## config.mk

```make
export PLATFORM = sky130hd
export DESIGN_NAME = bfsc_top
export DESIGN_NICKNAME = d
export VERILOG_FILES = /design/src/rtl/bfsc_pkg.sv /design/src/rtl/bfsc_deb_if.sv /design/src/rtl/bfsc_debounce.sv /design/src/rtl/bfsc_clkdiv.sv /design/src/rtl/bfsc_top.sv
export VERILOG_INCLUDE_DIRS = /design/src /design/src/rtl
export SDC_FILE = /design/constraint.sdc
export NUM_CORES = 1
export LEC_CHECK = 0
export ABC_AREA = 1
export BUFFER_PORTS_ARGS = -buffer_cell sky130_fd_sc_hd__buf_4
export CAP_MARGIN = 20
export CORE_MARGIN = 10
export CORE_UTILIZATION = 40
export DETAILED_ROUTE_END_ITERATION = 10
export SLEW_MARGIN = 20
export SYNTH_ARGS = -nofsm -noshare
export SYNTH_HDL_FRONTEND = slang
export SYNTH_SLANG_ARGS = --single-unit
```

## constraint.sdc

```tcl
create_clock -name i_clk -period 1.4 [get_ports i_clk]
set_input_delay 0.14 -clock i_clk [delete_from_list [all_inputs] [get_ports i_clk]]
set_output_delay 0.14 -clock i_clk [all_outputs]
set_load 0.01 [all_outputs]
```

## src/rtl/bfsc_defines.svh

```systemverilog
// constants of the booster feedback and current sink control block
// assumes a 100 MHz system clock and a 32-bit AXI4-Lite register port
//
// Operation
// - boosters one and three use fixed feedback pins
// - feedback select picks a sink for booster two
// - protect pin select picks overvoltage pin, 1.25V clamp
// - booster two overvoltage protection only when disable=0
// - all used sinks at 10b selects highest string
// - feedback select 00b regulates chosen pin voltage
// - five-bit tuning current 0 to 31 uA
// - load detect after 1ms sense or non-skip
// - overcurrent flag after 5ms continuous overcurrent
// - overcurrent flag cleared only by enable 0-1
// - overcurrent plus disconnect enable opens load switch
// - switching clock is system clock divided by four
// - six-bit sink code sets current linearly
// - code 00h with booster two on: protection current
// - sink three may be open-drain status output
// - sinks have independent enable and current settings
`ifndef BFSC_DEFINES_SVH
`define BFSC_DEFINES_SVH

// --------------------
// register byte addresses
// --------------------
`define BFSC_ADDR_B2_CTRL 8'h00
`define BFSC_ADDR_TUNE1 8'h04
`define BFSC_ADDR_TUNE2 8'h08
`define BFSC_ADDR_TUNE3 8'h0C
`define BFSC_ADDR_PROT 8'h10
`define BFSC_ADDR_STATUS 8'h14
`define BFSC_ADDR_SINK1 8'h18
`define BFSC_ADDR_SINK2 8'h1C
`define BFSC_ADDR_SINK3 8'h20

// --------------------
// field positions
// --------------------
`define BFSC_B2_FBSEL_LSB 0
`define BFSC_B2_PPIN_LSB 2
`define BFSC_B2_PDIS_BIT 4
`define BFSC_B2_EN_BIT 5
`define BFSC_TUNE_LSB 0
`define BFSC_TUNE_RES_BIT 5
`define BFSC_PROT_EN_BIT 0
`define BFSC_PROT_DISC_BIT 1
`define BFSC_ST_DET_BIT 0
`define BFSC_ST_OC_BIT 1
`define BFSC_ST_AUTO_BIT 2
`define BFSC_ST_FB_LSB 3
`define BFSC_SINK_CODE_LSB 0
`define BFSC_SINK_CTRL_LSB 6
`define BFSC_SINK_STSEL_LSB 8

// ----------------------------------------------------------------
// reset values
// ----------------------------------------------------------------
`define BFSC_B2_CTRL_RST 6'h00
`define BFSC_TUNE_RST 6'h00
`define BFSC_PROT_RST 2'h0
`define BFSC_SINK_RST 10'h000

// ----------------------------------------------------------------
// timing and bus answers
// ----------------------------------------------------------------
`define BFSC_CLK_MHZ 100
`define BFSC_DETECT_US 1000
`define BFSC_OC_US 5000
`define BFSC_SW_DIV 4
`define BFSC_RESP_OKAY 2'h0
`define BFSC_RESP_SLVERR 2'h2

`endif

```

## src/rtl/bfsc_pkg.sv

```systemverilog
// types shared by the booster feedback and current sink control block
// assumes the register layout of bfsc_defines.svh
package bfsc_pkg;

   typedef enum logic [1:0] {
      BFSC_FB_VOLTAGE,
      BFSC_FB_SINK1,
      BFSC_FB_SINK2,
      BFSC_FB_SINK3
   } bfsc_fb_sel_t;

   typedef enum logic [1:0] {
      BFSC_SINK_OFF,
      BFSC_SINK_ON,
      BFSC_SINK_AUTO,
      BFSC_SINK_STATUS
   } bfsc_sink_ctrl_t;

   typedef enum logic [1:0] {
      BFSC_ST_LOW_BATT,
      BFSC_ST_POWER_GOOD,
      BFSC_ST_OVERCURRENT,
      BFSC_ST_LOAD_DETECT
   } bfsc_status_sel_t;

endpackage

```

## src/rtl/bfsc_deb_if.sv

```systemverilog
// condition and result of one debounce timer
// assumes one clock domain shared by both ends
`timescale 1ns/1ps
interface bfsc_deb_if;
   logic cond;
   logic hit;
   modport src (output cond, input hit);
   modport dut (input cond, output hit);
endinterface

```

## src/rtl/bfsc_debounce.sv

```systemverilog
// debounce timer: one-cycle hit after cond held CYCLES clocks
// assumes cond synchronous to i_clk
`timescale 1ns/1ps
module bfsc_debounce #(
   parameter int CYCLES = 100000,
   parameter int CNT_W = 20
) (
   input wire logic i_clk,
   input wire logic i_reset,
   bfsc_deb_if.dut deb
);
   logic [CNT_W-1:0] cnt_r;
   logic [CNT_W-1:0] cnt_nxt;
   logic hit_r;
   logic hit_nxt;

   // saturates so a held condition reports only once
   always_comb
   begin
      cnt_nxt = cnt_r;
      hit_nxt = 1'b0;
      if (!deb.cond)
         cnt_nxt = '0;
      else if (cnt_r != CNT_W'(CYCLES))
      begin
         cnt_nxt = cnt_r + 1'b1;
         hit_nxt = (cnt_r == CNT_W'(CYCLES - 1));
      end
   end

   always_ff @(posedge i_clk)
   begin
      if (i_reset)
      begin
         cnt_r <= '0;
         hit_r <= 1'b0;
      end
      else
      begin
         cnt_r <= cnt_nxt;
         hit_r <= hit_nxt;
      end
   end

   assign deb.hit = hit_r;
endmodule // bfsc_debounce

```

## src/rtl/bfsc_clkdiv.sv

```systemverilog
// booster switching clock divider
// assumes i_clk is the internal converter clock
`timescale 1ns/1ps
module bfsc_clkdiv #(
   parameter int DIV = 4
) (
   input wire logic i_clk,
   input wire logic i_reset,
   output logic o_sw_clk
);
   localparam int CW = $clog2(DIV);
   logic [CW-1:0] cnt_r;
   logic [CW-1:0] cnt_nxt;
   logic sw_r;
   logic sw_nxt;

   always_comb
   begin
      cnt_nxt = (cnt_r == CW'(DIV - 1)) ? '0 : cnt_r + 1'b1;
      sw_nxt = (cnt_nxt >= CW'(DIV / 2));
   end

   always_ff @(posedge i_clk)
   begin
      if (i_reset)
      begin
         cnt_r <= '0;
         sw_r <= 1'b0;
      end
      else
      begin
         cnt_r <= cnt_nxt;
         sw_r <= sw_nxt;
      end
   end

   assign o_sw_clk = sw_r;
endmodule // bfsc_clkdiv

```

## src/rtl/bfsc_top.sv

```systemverilog
// booster feedback selection, booster one protection and sink control
// assumes AXI4-Lite master on i_clk; analog comparators already synchronous
//
// Added by the designer: the register addresses and the AXI4-Lite slave port.
`timescale 1ns/1ps
`include "bfsc_defines.svh"
module bfsc_top #(
   parameter int DETECT_CYCLES = `BFSC_DETECT_US * `BFSC_CLK_MHZ,
   parameter int OC_CYCLES = `BFSC_OC_US * `BFSC_CLK_MHZ,
   parameter int CNT_W = 20
) (
   input wire logic i_clk,
   input wire logic i_reset,
   input wire logic i_axi_awvalid,
   output logic o_axi_awready,
   input wire logic [7:0] i_axi_awaddr,
   input wire logic i_axi_wvalid,
   output logic o_axi_wready,
   input wire logic [31:0] i_axi_wdata,
   input wire logic [3:0] i_axi_wstrb,
   output logic o_axi_bvalid,
   input wire logic i_axi_bready,
   output logic [1:0] o_axi_bresp,
   input wire logic i_axi_arvalid,
   output logic o_axi_arready,
   input wire logic [7:0] i_axi_araddr,
   output logic o_axi_rvalid,
   input wire logic i_axi_rready,
   output logic [31:0] o_axi_rdata,
   output logic [1:0] o_axi_rresp,
   input wire logic i_sense_above_detect,
   input wire logic i_boost_one_not_skipping,
   input wire logic i_sense_above_overcurrent,
   input wire logic [1:0] i_highest_sink,
   input wire logic i_low_battery,
   input wire logic i_power_good,
   output logic o_sw_clk,
   output logic [1:0] o_boost_two_feedback_mode,
   output logic [1:0] o_boost_two_voltage_pin_select,
   output logic o_boost_two_protect_on,
   output logic o_boost_two_enable,
   output logic [14:0] o_feedback_tuning_current,
   output logic [2:0] o_two_resistor_divider_flag,
   output logic o_boost_one_protect_enable,
   output logic o_load_switch_on,
   output logic o_boost_one_load_event,
   output logic o_boost_one_overcurrent_event,
   output logic [17:0] o_sink_code,
   output logic [2:0] o_sink_on,
   output logic [2:0] o_sink_protect_current,
   output logic o_sink_three_od_out,
   output logic o_sink_three_od_oe
);

   // --------------------
   // register state
   // --------------------
   logic [5:0] b2_ctrl_r;
   logic [5:0] b2_ctrl_nxt;
   logic [5:0] tune_r [3];
   logic [5:0] tune_nxt [3];
   logic [1:0] prot_r;
   logic [1:0] prot_nxt;
   logic [9:0] sink_r [3];
   logic [9:0] sink_nxt [3];
   logic det_r;
   logic det_nxt;
   logic oc_r;
   logic oc_nxt;
   logic prot_en_d_r;
   logic od_oe_r;
   logic od_oe_nxt;

   // --------------------
   // bus state
   // --------------------
   logic aw_hold_r;
   logic aw_hold_nxt;
   logic [7:0] awaddr_r;
   logic [7:0] awaddr_nxt;
   logic w_hold_r;
   logic w_hold_nxt;
   logic [31:0] wdata_r;
   logic [31:0] wdata_nxt;
   logic [3:0] wstrb_r;
   logic [3:0] wstrb_nxt;
   logic bvalid_r;
   logic bvalid_nxt;
   logic [1:0] bresp_r;
   logic [1:0] bresp_nxt;
   logic rvalid_r;
   logic rvalid_nxt;
   logic [31:0] rdata_r;
   logic [31:0] rdata_nxt;
   logic [1:0] rresp_r;
   logic [1:0] rresp_nxt;

   // --------------------
   // derived control
   // --------------------
   logic do_write;
   logic wr_hit;
   logic [31:0] wmask;
   logic [31:0] status_word;
   logic [2:0] sink_used;
   logic [2:0] sink_auto;
   logic auto_mode;
   logic [1:0] eff_fb;
   logic status_val;
   logic prot_en;
   logic disc_en;
   logic det_hit;
   logic oc_hit;
   bfsc_pkg::bfsc_sink_ctrl_t sink_ctrl [3];

   bfsc_deb_if det_if ();
   bfsc_deb_if oc_if ();

   assign prot_en = prot_r[`BFSC_PROT_EN_BIT];
   assign disc_en = prot_r[`BFSC_PROT_DISC_BIT];

   // --------------------
   // booster one load detection and overcurrent timers
   // --------------------
   assign det_if.cond = i_sense_above_detect | i_boost_one_not_skipping;
   // protection off keeps the timer at zero, so the flag cannot rearm
   assign oc_if.cond = i_sense_above_overcurrent & prot_en;
   assign det_hit = det_if.hit;
   assign oc_hit = oc_if.hit;

   bfsc_debounce #(
      .CYCLES(DETECT_CYCLES),
      .CNT_W(CNT_W)
   ) u_det_deb (
      .i_clk(i_clk),
      .i_reset(i_reset),
      .deb(det_if.dut)
   );

   bfsc_debounce #(
      .CYCLES(OC_CYCLES),
      .CNT_W(CNT_W)
   ) u_oc_deb (
      .i_clk(i_clk),
      .i_reset(i_reset),
      .deb(oc_if.dut)
   );

   bfsc_clkdiv #(
      .DIV(`BFSC_SW_DIV)
   ) u_clkdiv (
      .i_clk(i_clk),
      .i_reset(i_reset),
      .o_sw_clk(o_sw_clk)
   );

   // --------------------
   // per-sink decode
   // --------------------
   genvar gi;
   generate
      for (gi = 0; gi < 3; gi++)
      begin : g_sink
         assign sink_ctrl[gi] = bfsc_pkg::bfsc_sink_ctrl_t'(
            sink_r[gi][`BFSC_SINK_CTRL_LSB +: 2]);
         // each sink decodes its own register, plus the booster two enable bit for protection current
         assign sink_used[gi] = (sink_ctrl[gi] == bfsc_pkg::BFSC_SINK_ON)
            || (sink_ctrl[gi] == bfsc_pkg::BFSC_SINK_AUTO);
         assign sink_auto[gi] = (sink_ctrl[gi] == bfsc_pkg::BFSC_SINK_AUTO);
         assign o_sink_on[gi] = sink_used[gi];
         assign o_sink_code[gi*6 +: 6] = sink_r[gi][`BFSC_SINK_CODE_LSB +: 6];
         assign o_sink_protect_current[gi] = b2_ctrl_r[`BFSC_B2_EN_BIT]
            && (sink_r[gi][`BFSC_SINK_CODE_LSB +: 6] == 6'h00)
            && (sink_ctrl[gi] != bfsc_pkg::BFSC_SINK_STATUS);
         assign o_feedback_tuning_current[gi*5 +: 5] =
            tune_r[gi][`BFSC_TUNE_LSB +: 5];
         assign o_two_resistor_divider_flag[gi] = tune_r[gi][`BFSC_TUNE_RES_BIT];
      end
   endgenerate

   // --------------------
   // booster two feedback selection
   // --------------------
   // one unused sink does not block auto mode; an unassigned one would
   always_comb
   begin
      auto_mode = (|sink_used) && ((sink_used & ~sink_auto) == 3'h0);
      if (auto_mode)
         eff_fb = i_highest_sink;
      else
         eff_fb = b2_ctrl_r[`BFSC_B2_FBSEL_LSB +: 2];
   end

   assign o_boost_two_feedback_mode = eff_fb;
   assign o_boost_two_voltage_pin_select = b2_ctrl_r[`BFSC_B2_PPIN_LSB +: 2];
   assign o_boost_two_protect_on = !b2_ctrl_r[`BFSC_B2_PDIS_BIT];
   assign o_boost_two_enable = b2_ctrl_r[`BFSC_B2_EN_BIT];
   // boosters one and three carry no selector: only tuning, plus booster one protection, reaches them
   assign o_boost_one_protect_enable = prot_en;
   assign o_load_switch_on = !(oc_r && disc_en);
   assign o_boost_one_load_event = det_hit;
   assign o_boost_one_overcurrent_event = oc_hit;

   // --------------------
   // sink three status output
   // --------------------
   always_comb
   begin
      unique case (bfsc_pkg::bfsc_status_sel_t'(sink_r[2][`BFSC_SINK_STSEL_LSB +: 2]))
         bfsc_pkg::BFSC_ST_LOW_BATT: status_val = i_low_battery;
         bfsc_pkg::BFSC_ST_POWER_GOOD: status_val = i_power_good;
         bfsc_pkg::BFSC_ST_OVERCURRENT: status_val = oc_r;
         bfsc_pkg::BFSC_ST_LOAD_DETECT: status_val = det_r;
      endcase
      // open drain: pull low while the status is inactive
      od_oe_nxt = (sink_ctrl[2] == bfsc_pkg::BFSC_SINK_STATUS) && !status_val;
   end

   assign o_sink_three_od_out = 1'b0;
   assign o_sink_three_od_oe = od_oe_r;

   // --------------------
   // AXI4-Lite write channel
   // --------------------
   assign o_axi_awready = !aw_hold_r;
   assign o_axi_wready = !w_hold_r;
   assign do_write = aw_hold_r && w_hold_r && !bvalid_r;

   always_comb
   begin
      for (int b = 0; b < 4; b++)
         wmask[b*8 +: 8] = {8{wstrb_r[b]}};
   end

   always_comb
   begin
      aw_hold_nxt = aw_hold_r;
      awaddr_nxt = awaddr_r;
      w_hold_nxt = w_hold_r;
      wdata_nxt = wdata_r;
      wstrb_nxt = wstrb_r;
      bvalid_nxt = bvalid_r;
      bresp_nxt = bresp_r;
      wr_hit = 1'b1;
      if (i_axi_awvalid && !aw_hold_r)
      begin
         aw_hold_nxt = 1'b1;
         awaddr_nxt = i_axi_awaddr;
      end
      if (i_axi_wvalid && !w_hold_r)
      begin
         w_hold_nxt = 1'b1;
         wdata_nxt = i_axi_wdata;
         wstrb_nxt = i_axi_wstrb;
      end
      if (bvalid_r && i_axi_bready)
         bvalid_nxt = 1'b0;
      if (do_write)
      begin
         unique case (awaddr_r)
            `BFSC_ADDR_B2_CTRL, `BFSC_ADDR_TUNE1, `BFSC_ADDR_TUNE2,
            `BFSC_ADDR_TUNE3, `BFSC_ADDR_PROT, `BFSC_ADDR_STATUS,
            `BFSC_ADDR_SINK1, `BFSC_ADDR_SINK2, `BFSC_ADDR_SINK3: wr_hit = 1'b1;
            default: wr_hit = 1'b0;
         endcase
         aw_hold_nxt = 1'b0;
         w_hold_nxt = 1'b0;
         bvalid_nxt = 1'b1;
         bresp_nxt = wr_hit ? `BFSC_RESP_OKAY : `BFSC_RESP_SLVERR;
      end
   end

   // --------------------
   // register updates
   // --------------------
   always_comb
   begin
      b2_ctrl_nxt = b2_ctrl_r;
      prot_nxt = prot_r;
      for (int i = 0; i < 3; i++)
      begin
         tune_nxt[i] = tune_r[i];
         sink_nxt[i] = sink_r[i];
      end
      det_nxt = det_r;
      oc_nxt = oc_r;
      if (do_write)
      begin
         unique case (awaddr_r)
            `BFSC_ADDR_B2_CTRL:
               b2_ctrl_nxt = 6'((b2_ctrl_r & ~wmask[5:0]) | (wdata_r[5:0] & wmask[5:0]));
            `BFSC_ADDR_TUNE1:
               tune_nxt[0] = 6'((tune_r[0] & ~wmask[5:0]) | (wdata_r[5:0] & wmask[5:0]));
            `BFSC_ADDR_TUNE2:
               tune_nxt[1] = 6'((tune_r[1] & ~wmask[5:0]) | (wdata_r[5:0] & wmask[5:0]));
            `BFSC_ADDR_TUNE3:
               tune_nxt[2] = 6'((tune_r[2] & ~wmask[5:0]) | (wdata_r[5:0] & wmask[5:0]));
            `BFSC_ADDR_PROT:
               prot_nxt = 2'((prot_r & ~wmask[1:0]) | (wdata_r[1:0] & wmask[1:0]));
            `BFSC_ADDR_STATUS:
               if (wmask[`BFSC_ST_DET_BIT] && wdata_r[`BFSC_ST_DET_BIT])
                  det_nxt = 1'b0;
            `BFSC_ADDR_SINK1:
               sink_nxt[0] = 10'((sink_r[0] & ~wmask[9:0]) | (wdata_r[9:0] & wmask[9:0]));
            `BFSC_ADDR_SINK2:
               sink_nxt[1] = 10'((sink_r[1] & ~wmask[9:0]) | (wdata_r[9:0] & wmask[9:0]));
            `BFSC_ADDR_SINK3:
               sink_nxt[2] = 10'((sink_r[2] & ~wmask[9:0]) | (wdata_r[9:0] & wmask[9:0]));
            default:
               det_nxt = det_r;
         endcase
      end
      // the flag clears on the off-to-on edge of protect enable
      if (prot_en && !prot_en_d_r)
         oc_nxt = 1'b0;
      // a new event wins over a clear in the same cycle
      if (det_hit)
         det_nxt = 1'b1;
      if (oc_hit)
         oc_nxt = 1'b1;
   end

   // --------------------
   // AXI4-Lite read channel
   // --------------------
   assign o_axi_arready = !rvalid_r;

   always_comb
   begin
      status_word = 32'h0000_0000;
      status_word[`BFSC_ST_DET_BIT] = det_r;
      status_word[`BFSC_ST_OC_BIT] = oc_r;
      status_word[`BFSC_ST_AUTO_BIT] = auto_mode;
      status_word[`BFSC_ST_FB_LSB +: 2] = eff_fb;
   end

   always_comb
   begin
      rvalid_nxt = rvalid_r;
      rdata_nxt = rdata_r;
      rresp_nxt = rresp_r;
      if (rvalid_r && i_axi_rready)
         rvalid_nxt = 1'b0;
      if (i_axi_arvalid && !rvalid_r)
      begin
         rvalid_nxt = 1'b1;
         rresp_nxt = `BFSC_RESP_OKAY;
         unique case (i_axi_araddr)
            `BFSC_ADDR_B2_CTRL: rdata_nxt = {26'h0, b2_ctrl_r};
            `BFSC_ADDR_TUNE1: rdata_nxt = {26'h0, tune_r[0]};
            `BFSC_ADDR_TUNE2: rdata_nxt = {26'h0, tune_r[1]};
            `BFSC_ADDR_TUNE3: rdata_nxt = {26'h0, tune_r[2]};
            `BFSC_ADDR_PROT: rdata_nxt = {30'h0, prot_r};
            `BFSC_ADDR_STATUS: rdata_nxt = status_word;
            `BFSC_ADDR_SINK1: rdata_nxt = {22'h0, sink_r[0]};
            `BFSC_ADDR_SINK2: rdata_nxt = {22'h0, sink_r[1]};
            `BFSC_ADDR_SINK3: rdata_nxt = {22'h0, sink_r[2]};
            default:
            begin
               rdata_nxt = 32'h0000_0000;
               rresp_nxt = `BFSC_RESP_SLVERR;
            end
         endcase
      end
   end

   assign o_axi_bvalid = bvalid_r;
   assign o_axi_bresp = bresp_r;
   assign o_axi_rvalid = rvalid_r;
   assign o_axi_rdata = rdata_r;
   assign o_axi_rresp = rresp_r;

   // --------------------
   // state registers
   // --------------------
   always_ff @(posedge i_clk)
   begin
      if (i_reset)
      begin
         b2_ctrl_r <= `BFSC_B2_CTRL_RST;
         prot_r <= `BFSC_PROT_RST;
         for (int i = 0; i < 3; i++)
         begin
            tune_r[i] <= `BFSC_TUNE_RST;
            sink_r[i] <= `BFSC_SINK_RST;
         end
         det_r <= 1'b0;
         oc_r <= 1'b0;
         prot_en_d_r <= 1'b0;
         od_oe_r <= 1'b0;
         aw_hold_r <= 1'b0;
         awaddr_r <= 8'h00;
         w_hold_r <= 1'b0;
         wdata_r <= 32'h0000_0000;
         wstrb_r <= 4'h0;
         bvalid_r <= 1'b0;
         bresp_r <= `BFSC_RESP_OKAY;
         rvalid_r <= 1'b0;
         rdata_r <= 32'h0000_0000;
         rresp_r <= `BFSC_RESP_OKAY;
      end
      else
      begin
         b2_ctrl_r <= b2_ctrl_nxt;
         prot_r <= prot_nxt;
         for (int i = 0; i < 3; i++)
         begin
            tune_r[i] <= tune_nxt[i];
            sink_r[i] <= sink_nxt[i];
         end
         det_r <= det_nxt;
         oc_r <= oc_nxt;
         prot_en_d_r <= prot_en;
         od_oe_r <= od_oe_nxt;
         aw_hold_r <= aw_hold_nxt;
         awaddr_r <= awaddr_nxt;
         w_hold_r <= w_hold_nxt;
         wdata_r <= wdata_nxt;
         wstrb_r <= wstrb_nxt;
         bvalid_r <= bvalid_nxt;
         bresp_r <= bresp_nxt;
         rvalid_r <= rvalid_nxt;
         rdata_r <= rdata_nxt;
         rresp_r <= rresp_nxt;
      end
   end

endmodule // bfsc_top

```

Yosys cells after proc, flatten, opt, wreduce, memory -nomap -nowiden
Memory sizes are Yosys's and may differ from the RTL's. Index checks and enable logic that the tools add are counted.

Register bits: 117. Latch bits: 0. Bits in writable memories: 48. Bits in read-only memories: 0. Input bits: 66. Output and inout bits: 96. Logic and storage cells: 186. Memories kept: 2.

Memory list: sink_r (words 3, width 10, rd ports 3, clocked after Yosys merged registers in 0, write ports 3, line bfsc_top.sv:64) `logic [9:0] sink_r [3];`; tune_r (words 3, width 6, rd ports 3, clocked after Yosys merged registers in 0, write ports 3, line bfsc_top.sv:60) `logic [5:0] tune_r [3];`.

$add $sub $neg: 3. Multiply operators: 0. Divide/modulo/power cells: 0. $lt $le $gt $ge: 1. Equality and inequality tests: 34. Shift operators: 0. Muxes and demuxes: 35. Bitwise gates (word level): 36. Reductions and logical operators: 53.

Operators by type and width (count): case mux 10 bit (9 select lines) (1); == test 8 x 5 -> 1 bit, second input constant (8); 2-to-1 mux 10 bit (6); adder 20 x 1 -> 20 bit, second input constant (2); AND 10 bit (4); 2-to-1 mux 6 bit (6); == test 8 x 4 -> 1 bit, second input constant (4); AND 6 bit (5); 2-to-1 mux 30 bit (1); OR 10 bit (3); OR 6 bit (4); == test 20 x 17 -> 1 bit, second input constant (1); == test 20 x 19 -> 1 bit, second input constant (1); inequality test 20 x 17 -> 1 bit, second input constant (1); inequality test 20 x 19 -> 1 bit, second input constant (1); logical AND 1 bit (18); zero test 6 bit (3); 2-to-1 mux 18 bit (1); OR reduction 9 bit (2); == test 8 x 3 -> 1 bit, second input constant (2); == test 8 x 6 -> 1 bit, second input constant (2); zero test 8 bit (2); 2-to-1 mux 1 bit (15); == test 2 bit, second input constant (7); 25 further kinds (62).

Depth between registers and ports, before layout
Gate-level depths: netlist of the first run. An unclocked memory read counts as a cell.

Word-level depth: 8. Mapped depth: 11. Depth with buffers taken out: 11.

Hierarchy
Synthesis of the first run repeated with hierarchy kept, for this count alone.

Cell total of the unflattened synthesis: 1020. Area, all modules: 7275.7 um^2.

Modules (own cells, without submodules): bfsc_top (times used 1, cells each 655, area an instance 4814.6 um^2, sequential area each 1921.8 um^2); bfsc_debounce at u_oc_deb (times used 1, cells each 183, area an instance 1226.2 um^2, sequential area each 420.4 um^2); bfsc_debounce at u_det_deb (times used 1, cells each 173, area an instance 1157.4 um^2, sequential area each 420.4 um^2); bfsc_clkdiv (times used 1, cells each 9, area an instance 77.6 um^2, sequential area each 40.0 um^2).

Worst setup path after synthesis of the first run
OpenSTA, ideal clock, no wires.

Kind: register to register. From: register u_oc_deb.cnt_r[0]. To: register u_oc_deb.cnt_r[16]. Setup time: 0.071 ns. Data arrival time: 1.375 ns. Required time: 1.329 ns. Setup slack: -0.046 ns. Stages on the path, launching flop included: 9. Buffers on the path: 0. Clock period less this slack: 1.446 ns. Cells stage by stage: dfxtp_1 ha_1 nand2_2 nor2_4 nand3_1 nor2_2 nand3_1 or2_0 a21oi_1.

Word-level cells in the longest chain between the ends: 1. Elaborated cells between the ends (all ways): 2. Classes of those cells: add/sub: 1; eq/ne: 1.

Ends and longest elaborated chain: from (decl) (line bfsc_debounce.sv:12) `logic [CNT_W-1:0] cnt_r;`; from (signal assigned) (line bfsc_debounce.sv:40) `cnt_r <= cnt_nxt;`; adder 20 x 1 -> 20 bit or inequality test 20 x 19 -> 1 bit (tied branches) (line bfsc_debounce.sv:26, bfsc_debounce.sv:24).

Parallel ways exist; a longest one is shown, timed or not. A chain may end at the register's enable or synchronous reset.

==> flow_metrics.py, run 1 <==
metrics = {
    "run_status": {
        "status": "finished with violations",
        "failed_checks": "negative setup slack",
    },
    "clocking": {
        "worstSkewPairLatency_ps": 430,
        "cts_buffer_depth": 2,
        "clockRootBuffer": "clkbuf_16",
        "clock_sinks": 140,
        "tritoncts": "built",
        "htreeDepth": 4,
        "clk_pin_slew_ps": 70,
        "numCtsBuffers": 17,
    },
    "die": {
        "starting_density_of_the_core_pct": 41.2,
        "die_h_um": 151,
        "die_x_um": 151,
        "floorplan.io_pins": 162,
        "die-area_um2": 22800,
        "std_cell_rows": 47,
        "floorplan.core_area_um2": 16700,
    },
    "sta": {
        "rsz0062_at_grt": "yes",
        "setup_total_negative_slack_ps": -5700,
        "layout_worst_path_cycle_share_pct": 130,
        "hold-worst-slack_ps": 5.61,
        "finClkSkew_ps": 9.59,
        "timing_max_transition_violations_final": 0,
        "clock.fmax_ghz": 0.549,
        "count_of_final_hold_check_violations": 0,
        "slew_headroom_pct": 64.6,
        "worst_slack_ps": -421,
        "fin_crit_ps": 1820,
        "worstMarginPinSlew_ps": 531,
        "final-setup-viol-count": 55,
    },
    "finish": {
        "layout_commonest_cell": "buf_4",
        "areaGrowthSynthToFinish_pct": 55.9,
        "num_antenna_cells": 0,
        "fill_cells": 1404,
        "num-nets-final": 1277,
        "ratio_of_cells_with_drive_above_1_in_the_final_layout_pct": 43.2,
        "instances_no_fill": 1433,
        "final_cell_mix": "buf_4 (222), nand2_1 (117), dfxtp_1 (114), inv_1 (94), nor2_1 (80)",
    },
    "place": {
        "gp_congestion": 0.890,
        "hpwlAfterDp_um": 15500,
        "numPortBuffers": 112,
        "dpl.cell_count": 1338,
    },
    "critical_path": {
        "setup.worst_path.start_class": "flop",
        "reg2reg_slack_ps": -210,
        "worstPathArrival_ps": 1680,
        "timing.critical_path.required_ps": 1260,
        "setup.worst_path.end_class": "output pin",
        "reg2reg_depth": 11,
        "critical_path_class": "reg -> out",
        "timing.rr.end": "o_axi_rdata[3]",
        "cp_max_fanout": 2,
    },
    "synthesis": {
        "synth.cell_area_um2": 6870,
        "warning_count_from_the_yosys_run": 0,
        "postSynth.topFlopCell": "dfxtp_1",
        "yosysUniqueCellTypes": 40,
        "syn_inst": 951,
        "post_synth_edffs": 0,
        "seq_area_frac_synth_pct": 40.8,
        "postSynth.asyncResetShare_pct": 0,
        "yosys_register_bits": 140,
        "postSynthAreaPerCell_um2": 7.23,
    },
    "routing": {
        "drt_pass1_iterations": 5,
        "detail_route.wl_per_cell_um": 16.0,
        "ant_nets": 0,
        "route.vias.total": 7151,
        "drt-total-wl_um": 22900,
        "drc": 0,
        "detail_route.vias_per_cell": 4.99,
        "dr.first_iter.drc_count": 405,
    },
    "pwr": {
        "irDropWorstVdd_v": 0.000874,
        "total_leakage_power_nw": 4.51,
        "combPwrFrac_pct": 8.9,
        "seq_power_share_pct": 41.4,
        "power_per_cell_area_nw_per_um2": 926,
        "netSwitchingFraction_pct": 24.4,
        "netSwitchingPower_mw": 2.42,
        "cell_internal_pwr_mw": 7.50,
        "clock_power_share_pct": 49.6,
    },
    "hold_path": {
        "min_delay_worst_endpoint": "wdata_r[8]",
        "holdPathStages": 3,
        "hp-start": "i_axi_wdata[8]",
        "holdCritPathClass": "in -> reg",
    },
    "job": {
        "number_of_violations_of_the_max_capacitance_limit": 0,
    },
    "global_routing": {
        "globalRouteOverflowTotal": 0,
        "grt_antenna_before_repair": 0,
        "grt_start_max_net_pins": 70,
        "global_route.usage.total_pct": 18.5,
        "grt_pass1_vias": 6639,
        "grt_pass1_wl_um": 33700,
    },
}
metal layers:
| metal | wire (µm) | vias to the layer above | track usage, % |
|---|---|---|---|
| met1 | 9640 | 3354 | 22.8 |
| li1 | - | 3577 | - |
| met5 | 0 | - | 0 |
| met3 | 1370 | 34 | 4.80 |
| met4 | 536 | 0 | 6.06 |
| met2 | 11300 | 186 | 30.8 |
critical path, cell delays in order (launching register included):
cell,delay (ps)
dfxtp_2,340
inv_2,50
ha_4,280
nand3_4,100
buf_6,130
nand4_1,100
and2_4,160
buf_6,90
power groups by stage:
| stage | clock network, mW | logic, mW | registers (mW) |
|---|---|---|---|
| finish | 4.92 | 0.884 | 4.11 |
| global route | 5.14 | 0.966 | 4.12 |
| CTS | 4.95 | 0.751 | 4.10 |
| detailed placement | 0 | 0.691 | 4.19 |
| global placement | 0 | 0.685 | 4.19 |
| floorplan | 0 | 0.415 | 4.19 |
area by class of cell:
cell class                 instances  area (µm²)  share of cell area [%]
inverter                         118         472                    4.40
clock buffer                      19         453                    4.23
timing repair inverter             3        20.0                   0.187
clock inverter                    13         188                    1.75
tap                              220         275                    2.57
sequential                       140        2850                    26.6
multi-input combinational        644        4090                    38.2
timing repair buffer             276        2370                    22.1
synthesized netlist by cell type (2+ instances only):
cell      count  share of area [%]
a211oi_1      9               0.98
a211oi_2      2               0.36
a21oi_1     107                7.8
and2_1        2               0.18
buf_1         2               0.11
buf_2         6               0.44
buf_4        47                5.1
buf_6         5               0.82
clkbuf_1     13               0.71
clkinv_1      3               0.16
dfxtp_1     140                 41
ha_1         11                2.0
inv_1       111                6.1
inv_2         4               0.22
nand2_1     132                7.2
nand2_2       3               0.27
nand2_4       2               0.33
nand3_1      77                5.6
nand3_2       2               0.29
nand4_1      13                1.2
nor2_1      105                5.7
nor2_2        8               0.73
nor2_4        7                1.1
nor3_1       16                1.2
nor3_4        3               0.71
nor4_1       10               0.91
o211ai_1      2               0.22
o21a_1        3               0.33
o21ai_0      87                6.3
o21ai_1       6               0.44
o22ai_1       2               0.18
or2_2         2               0.18
xor2_1        2               0.25
logic make-up after synthesis:
kind of cell	count (synthesis)	synth area share (%)
adders and majority gates	11	2.00
AOI/OAI and AO/OA	218	16.6
DFF	140	40.8
buffers and inverters	191	13.7
and+or+nand+nor	387	26.5
other	1	0.0546
xor gates and xnor gates	3	0.382
through the flow:
stage                     area, µm²  total power, mW  setup WS, ps  util, %
final                         10700             9.92          -421     64.2
after global routing          10700             10.2          -445     64.2
after CTS                      9690             9.80          -369     58.0
after detailed placement       8490             4.88          -108     50.9
after global placement         8490             4.87         -76.2     50.9
after floorplan                6990             4.61          11.8        -
repair_timing:
action | in CTS | in global routing
setup buffers | 14 | 30
pin swaps | 27 | 63
gates resized for setup | 83 | 242
hold endpoints to repair | 15 | 0
hold buffers | 15 | 0
setup endpoints to repair | 64 | 109
gates cloned | 0 | 5
worst max-delay path by stage:
stage	endpoint	slack [ps]	startpoint	cells past startpoint
after CTS	o_boost_two_feedback_mode[0]	-370	flop	7
after global routing	o_boost_two_feedback_mode[0]	-450	flop	7
after floorplan	u_det_deb.cnt_r[18]	10	u_det_deb.cnt_r[1]	10
final	o_boost_two_feedback_mode[0]	-420	flop	7
after detailed placement	flop	-110	awaddr_r[6]	9
after global placement	o_axi_rdata[3]	-80	flop	9
Note: power is estimated with default switching activity, not from simulation.
==> inputs of run 2 (changes only) <==
--- a/config.mk
+++ b/config.mk
@@ -9,9 +9,12 @@
 export ABC_AREA = 1
 export BUFFER_PORTS_ARGS = -buffer_cell sky130_fd_sc_hd__buf_4
 export CAP_MARGIN = 20
+export CELL_PAD_IN_SITES_DETAIL_PLACEMENT = 2
+export CELL_PAD_IN_SITES_GLOBAL_PLACEMENT = 2
 export CORE_MARGIN = 10
-export CORE_UTILIZATION = 40
+export CORE_UTILIZATION = 27
 export DETAILED_ROUTE_END_ITERATION = 10
+export PLACE_DENSITY_LB_ADDON = 0.1
 export SLEW_MARGIN = 20
 export SYNTH_ARGS = -nofsm -noshare
 export SYNTH_HDL_FRONTEND = slang
==> flow_metrics.py, run 2 (synthesis gave the netlist of run 1 again) <==
metrics = {
    "routing": {
        "drc": 0,
        "detail_route.wl_per_cell_um": 22.8,
        "dr.first_iter.drc_count": 343,
        "detail_route.vias_per_cell": 4.88,
        "drt-total-wl_um": 37000,
        "drt_pass1_iterations": 4,
        "route.vias.total": 7913,
        "ant_nets": 0,
    },
    "pwr": {
        "power_per_cell_area_nw_per_um2": 838,
        "irDropWorstVdd_v": 0.000660,
        "combPwrFrac_pct": 11.8,
        "seq_power_share_pct": 40.9,
        "total_leakage_power_nw": 5.06,
        "netSwitchingPower_mw": 2.83,
        "clock_power_share_pct": 47.3,
        "total_power_mw": 10.0,
        "cell_internal_pwr_mw": 7.19,
        "netSwitchingFraction_pct": 28.2,
    },
    "global_routing": {
        "grt_pass1_vias": 8416,
        "grt_start_max_net_pins": 69,
        "grt_antenna_before_repair": 0,
        "grt_pass1_wl_um": 47200,
        "global_route.usage.total_pct": 18.1,
        "globalRouteOverflowTotal": 0,
    },
    "run_status": {
        "status": "finished with violations",
        "failed_checks": "negative hold slack, negative setup slack",
    },
    "finish": {
        "layout_commonest_cell": "buf_4",
        "ratio_of_cells_with_drive_above_1_in_the_final_layout_pct": 53.4,
        "num_antenna_cells": 0,
        "num-nets-final": 1356,
        "fill_cells": 2744,
        "area.sequential_um2": 2890,
        "finalInstanceArea_um2": 12000,
        "final_cell_mix": "buf_4 (268), nand2_1 (101), dfxtp_1 (95), inv_1 (79), a21oi_1 (68)",
        "areaGrowthSynthToFinish_pct": 73.9,
        "multi_input_gate_area_um2": 4480,
    },
    "clocking": {
        "htreeDepth": 4,
        "worstSkewPairLatency_ps": 450,
        "clk_pin_slew_ps": 70,
        "cts_buffer_depth": 2,
        "clock_sinks": 140,
        "clockRootBuffer": "clkbuf_16",
        "tritoncts": "built",
        "numCtsBuffers": 17,
    },
    "sta": {
        "timing_max_transition_violations_final": 0,
        "worst_slack_ps": -484,
        "rsz0062_at_grt": "yes",
        "layout_worst_path_cycle_share_pct": 135,
        "finClkSkew_ps": 14.6,
        "hold-worst-slack_ps": -8.73,
        "clock.fmax_ghz": 0.531,
        "worstMarginPinSlew_ps": 870,
        "final-setup-viol-count": 99,
        "count_of_final_hold_check_violations": 1,
        "slew_headroom_pct": 41.6,
        "fin_crit_ps": 1880,
    },
    "place": {
        "dpl_cell_area_um2": 8820,
        "hpwlAfterDp_um": 20700,
        "numPortBuffers": 112,
        "gp_congestion": 0.805,
    },
    "die": {
        "floorplan.core_area_um2": 25100,
        "die_x_um": 180,
        "floorplan.io_pins": 162,
        "die_h_um": 180,
        "starting_density_of_the_core_pct": 27.4,
        "die-area_um2": 32200,
        "std_cell_rows": 58,
    },
    "critical_path": {
        "setup.worst_path.start_class": "flop",
        "cp_max_fanout": 2,
        "path_cells": "inv_2 > ha_4 > nand3_4 > buf_6 > nand4_1 > and2_4 > buf_6",
        "worstPathArrival_ps": 1740,
        "critical_path_class": "reg -> out",
        "critPathMostFrequentCell": "buf_6",
        "timing.critical_path.slowest_cell_delay_ps": 340,
        "setup.worst_path.end_class": "output pin",
        "critical_path.slowest_cell": "dfxtp_2",
        "timing.critical_path.required_ps": 1260,
        "critPathBufInv": 3,
        "path_delay_family": "simple AND/OR/NAND/NOR gates",
    },
    "hold_path": {
        "holdCritPathClass": "in -> reg",
    },
    "job": {
        "number_of_violations_of_the_max_capacitance_limit": 0,
    },
}
run 2: cell types whose count changed in the layout (fill, tap and decap cells not counted), moves of 10 or more:
cell,previous run,this run
dfxtp_1,114,95
nor2_1,80,65
a21oi_2,28,39
o21ai_0,42,28
inv_2,13,23
dfxtp_2,21,33
nand2_1,117,101
a21oi_1,79,68
inv_1,94,79
nor2_4,25,38
buf_4,222,268
nand2_2,10,24
buf_6,27,59
run 2: worst paths after layout:
check | to | cells past startpoint | from | slack [ps]
min reg2reg | u_clkdiv.cnt_r[0] | 1 | u_clkdiv.cnt_r[0] | 440
min | wdata_r[7] | 3 | i_axi_wdata[7] | -9
max reg2reg | flop | 8 | awaddr_r[3] | -320
max | o_boost_two_feedback_mode[1] | 7 | flop | -480
run 2: area by class of cell:
type	count	share of cell area [%]
multi-input combinational	644	37.5
timing repair buffer	356	25.7
sequential	140	24.2
inverter	118	4.17
clock buffer	18	3.59
tap	330	3.45
clock inverter	14	1.34
timing repair inverter	2	0.136
run 2: worst register-to-register path: stages (launching register included):
cell,delay [ps]
dfxtp_1,350
inv_2,140
buf_4,150
nand3_4,150
nor3_4,270
buf_6,130
buf_12,130
nor2_2,60
a211oi_1,250
run 2: what timing repair did:
item	4_1_cts	5_1_grt
pin swaps	63	94
endpoints found under the hold margin	20	3
buffers inserted	50	53
setup endpoints to repair	94	119
hold buffers	18	2
gates cloned	2	3
gates resized for setup	216	294
run 2: stage by stage:
step | instances | utilization, % | setup TNS (ps) | setup WS [ps]
2_1_floorplan | 975 | - | 0 | 11.8
3_3_place_gp | 1476 | 35.1 | -4300 | -276
3_5_place_dp | 1476 | 35.1 | -8440 | -327
4_1_cts | 1576 | 42.5 | -5750 | -418
5_1_grt | 1622 | 47.6 | -24110 | -553
6_report | 1622 | 47.6 | -15800 | -484
run 2: power by group through the flow:
stage | combinational, mW | clock (mW) | sequential (mW)
2_1_floorplan | 0.415 | 0 | 4.19
3_3_place_gp | 0.758 | 0 | 4.19
3_5_place_dp | 0.772 | 0 | 4.19
4_1_cts | 0.987 | 4.77 | 4.10
5_1_grt | 1.27 | 4.98 | 4.11
6_report | 1.18 | 4.74 | 4.10
run 2: metal layers:
| metal | vias up | part of all wire [%] | wire, µm | track usage [%] |
|---|---|---|---|---|
| li1 | 3732 | - | - | - |
| met5 | - | 0 | 0 | 0 |
| met2 | 170 | 54 | 20200 | 33.3 |
| met3 | 61 | 2.9 | 1060 | 3.21 |
| met1 | 3950 | 40 | 14800 | 21.1 |
| met4 | 0 | 2.7 | 1020 | 4.57 |
==> inputs of run 3 (changes only) <==
--- a/config.mk
+++ b/config.mk
@@ -15,6 +15,7 @@
 export CORE_UTILIZATION = 27
 export DETAILED_ROUTE_END_ITERATION = 10
 export PLACE_DENSITY_LB_ADDON = 0.1
+export REMOVE_ABC_BUFFERS = 1
 export SLEW_MARGIN = 20
 export SYNTH_ARGS = -nofsm -noshare
 export SYNTH_HDL_FRONTEND = slang
==> flow_metrics.py, run 3 (synthesis gave the netlist of run 1 again) <==
metrics = {
    "die": {
        "die_h_um": 180,
        "floorplan.core_area_um2": 25100,
        "std_cell_rows": 58,
        "starting_density_of_the_core_pct": 27.4,
        "die-area_um2": 32200,
        "die_x_um": 180,
        "floorplan.io_pins": 162,
    },
    "critical_path": {
        "cp_max_fanout": 3,
        "timing.critical_path.slowest_cell_delay_ps": 370,
        "path_cells": "inv_4 > ha_4 > nor2_4 > nand4_1 > and2_4 > buf_6",
        "reg2reg_slack_ps": -240,
        "critical_path.slowest_cell": "dfxtp_2",
        "setup.worst_path.start_class": "flop",
        "worstPathArrival_ps": 1700,
        "timing.rr.end": "det_r",
        "reg2reg_from": "awaddr_r[0]",
        "timing.critical_path.required_ps": 1260,
        "setup.worst_path.end_class": "output pin",
        "reg2reg_depth": 8,
        "critical_path_class": "reg -> out",
    },
    "clocking": {
        "clockRootBuffer": "clkbuf_16",
        "clk_pin_slew_ps": 70,
        "worstSkewPairLatency_ps": 440,
        "numCtsBuffers": 17,
        "htreeDepth": 4,
        "clock_sinks": 140,
        "cts_buffer_depth": 2,
        "tritoncts": "built",
    },
    "place": {
        "gp_congestion": 0.781,
        "hpwlAfterDp_um": 20600,
        "dpl.cell_count": 1478,
        "numPortBuffers": 112,
    },
    "finish": {
        "final_cell_mix": "buf_4 (249), nand2_1 (111), dfxtp_1 (100), inv_1 (87), nor2_1 (76)",
        "num-nets-final": 1324,
        "layout_commonest_cell": "buf_4",
        "instances_no_fill": 1591,
        "ratio_of_cells_with_drive_above_1_in_the_final_layout_pct": 49.8,
        "areaGrowthSynthToFinish_pct": 68.3,
    },
    "job": {
        "number_of_violations_of_the_max_capacitance_limit": 0,
    },
    "pwr": {
        "total_power_mw": 9.93,
        "total_leakage_power_nw": 4.84,
        "power_per_cell_area_nw_per_um2": 858,
        "irDropWorstVdd_v": 0.000591,
    },
    "routing": {
        "dr.first_iter.drc_count": 292,
        "detail_route.wl_per_cell_um": 21.4,
        "route.vias.total": 7778,
        "drt-total-wl_um": 34000,
        "detail_route.vias_per_cell": 4.89,
        "ant_nets": 0,
        "drt_pass1_iterations": 4,
        "drc": 0,
    },
    "global_routing": {
        "global_route.usage.total_pct": 17.5,
        "grt_pass1_wl_um": 45700,
        "grt_antenna_before_repair": 1,
        "grt_pass1_vias": 8215,
        "grt_start_max_net_pins": 49,
        "globalRouteOverflowTotal": 0,
    },
    "sta": {
        "count_of_final_hold_check_violations": 0,
        "finClkSkew_ps": 11.1,
        "fin_crit_ps": 1840,
        "clock.fmax_ghz": 0.545,
        "final-setup-viol-count": 89,
        "rsz0062_at_grt": "yes",
        "layout_worst_path_cycle_share_pct": 131,
        "timing_max_transition_violations_final": 0,
        "worst_slack_ps": -435,
    },
    "hold_path": {
        "holdCritPathClass": "in -> reg",
        "holdPathStages": 3,
        "hp-start": "i_axi_wdata[5]",
        "min_delay_worst_endpoint": "wdata_r[5]",
    },
    "run_status": {
        "status": "finished with violations",
        "failed_checks": "negative setup slack",
    },
}
[run 3: cell count changes in the layout (fill, tap and decap cells not counted), moves of 6 or more]
cell     change
buf_4       -19
inv_2        -7
nand2_1     +10
inv_1        +8
buf_6       -13
nor2_2       -9
o21ai_1      -8
nor2_1      +11
o21ai_0      +6
nand2_2     -12
[run 3: worst max-delay path, delay by kind of cell (launching register included)]
kind | cells | cell delay, ps
DFF | 1 | 370
buffers and inverters | 2 | 170
and+or+nand+nor | 3 | 550
adders and majority gates | 1 | 170
[run 3: repair_timing]
item	CTS	global route
gates cloned	4	4
hold endpoints to repair	18	0
pin swaps	48	97
gates resized for setup	197	257
buffers inserted	29	40
hold buffers	16	0
endpoints found under the setup margin	91	106
[run 3: power by group]
| group | switching (mW) | internal (mW) |
|---|---|---|
| logic | 0.652 | 0.470 |
| clock network | 2.04 | 2.66 |
| registers | 0.0675 | 4.05 |
[run 3: layout make-up]
cell class / count / area [µm²]
timing repair buffer: 324 / 2810
timing repair inverter: 2 / 12.5
clock inverter: 15 / 164
fill: 2774 / 13500
antenna: 1 / 2.50
sequential: 140 / 2870
tap: 330 / 413
inverter: 118 / 492
multi-input combinational: 644 / 4390
clock buffer: 17 / 425
[run 3: how the worst max path moves through the flow]
stage | endpoint | slack (ps)
finish | o_boost_two_feedback_mode[0] | -440
global placement | o_axi_rdata[4] | -120
CTS | o_sink_protect_current[2] | -420
global route | o_sink_protect_current[2] | -500
detailed placement | u_oc_deb.cnt_r[14] | -170
floorplan | u_det_deb.cnt_r[7] | -440
[run 3: routing by layer]
| layer | global-route usage (%) | up-vias | routed length (µm) |
|---|---|---|---|
| li1 | - | 3674 | - |
| met1 | 19.6 | 3920 | 13600 |
| met2 | 32.3 | 135 | 18600 |
| met3 | 3.57 | 49 | 1050 |
| met4 | 5.09 | 0 | 819 |
| met5 | 0 | - | 0 |
[run 3: metrics by stage]
step / TNS, ps / area [µm²] / hold slack, ps / worst slack, ps / util (%)
after floorplan: -7050 / 6470 / 209 / -444 / -
after global placement: -3230 / 8820 / 371 / -124 / 35.1
after detailed placement: -6910 / 8820 / 375 / -174 / 35.1
after CTS: -4160 / 10400 / 3.09 / -418 / 41.3
after global routing: -19410 / 11600 / 22.6 / -499 / 46.1
final: -12770 / 11600 / 5.66 / -435 / 46.1
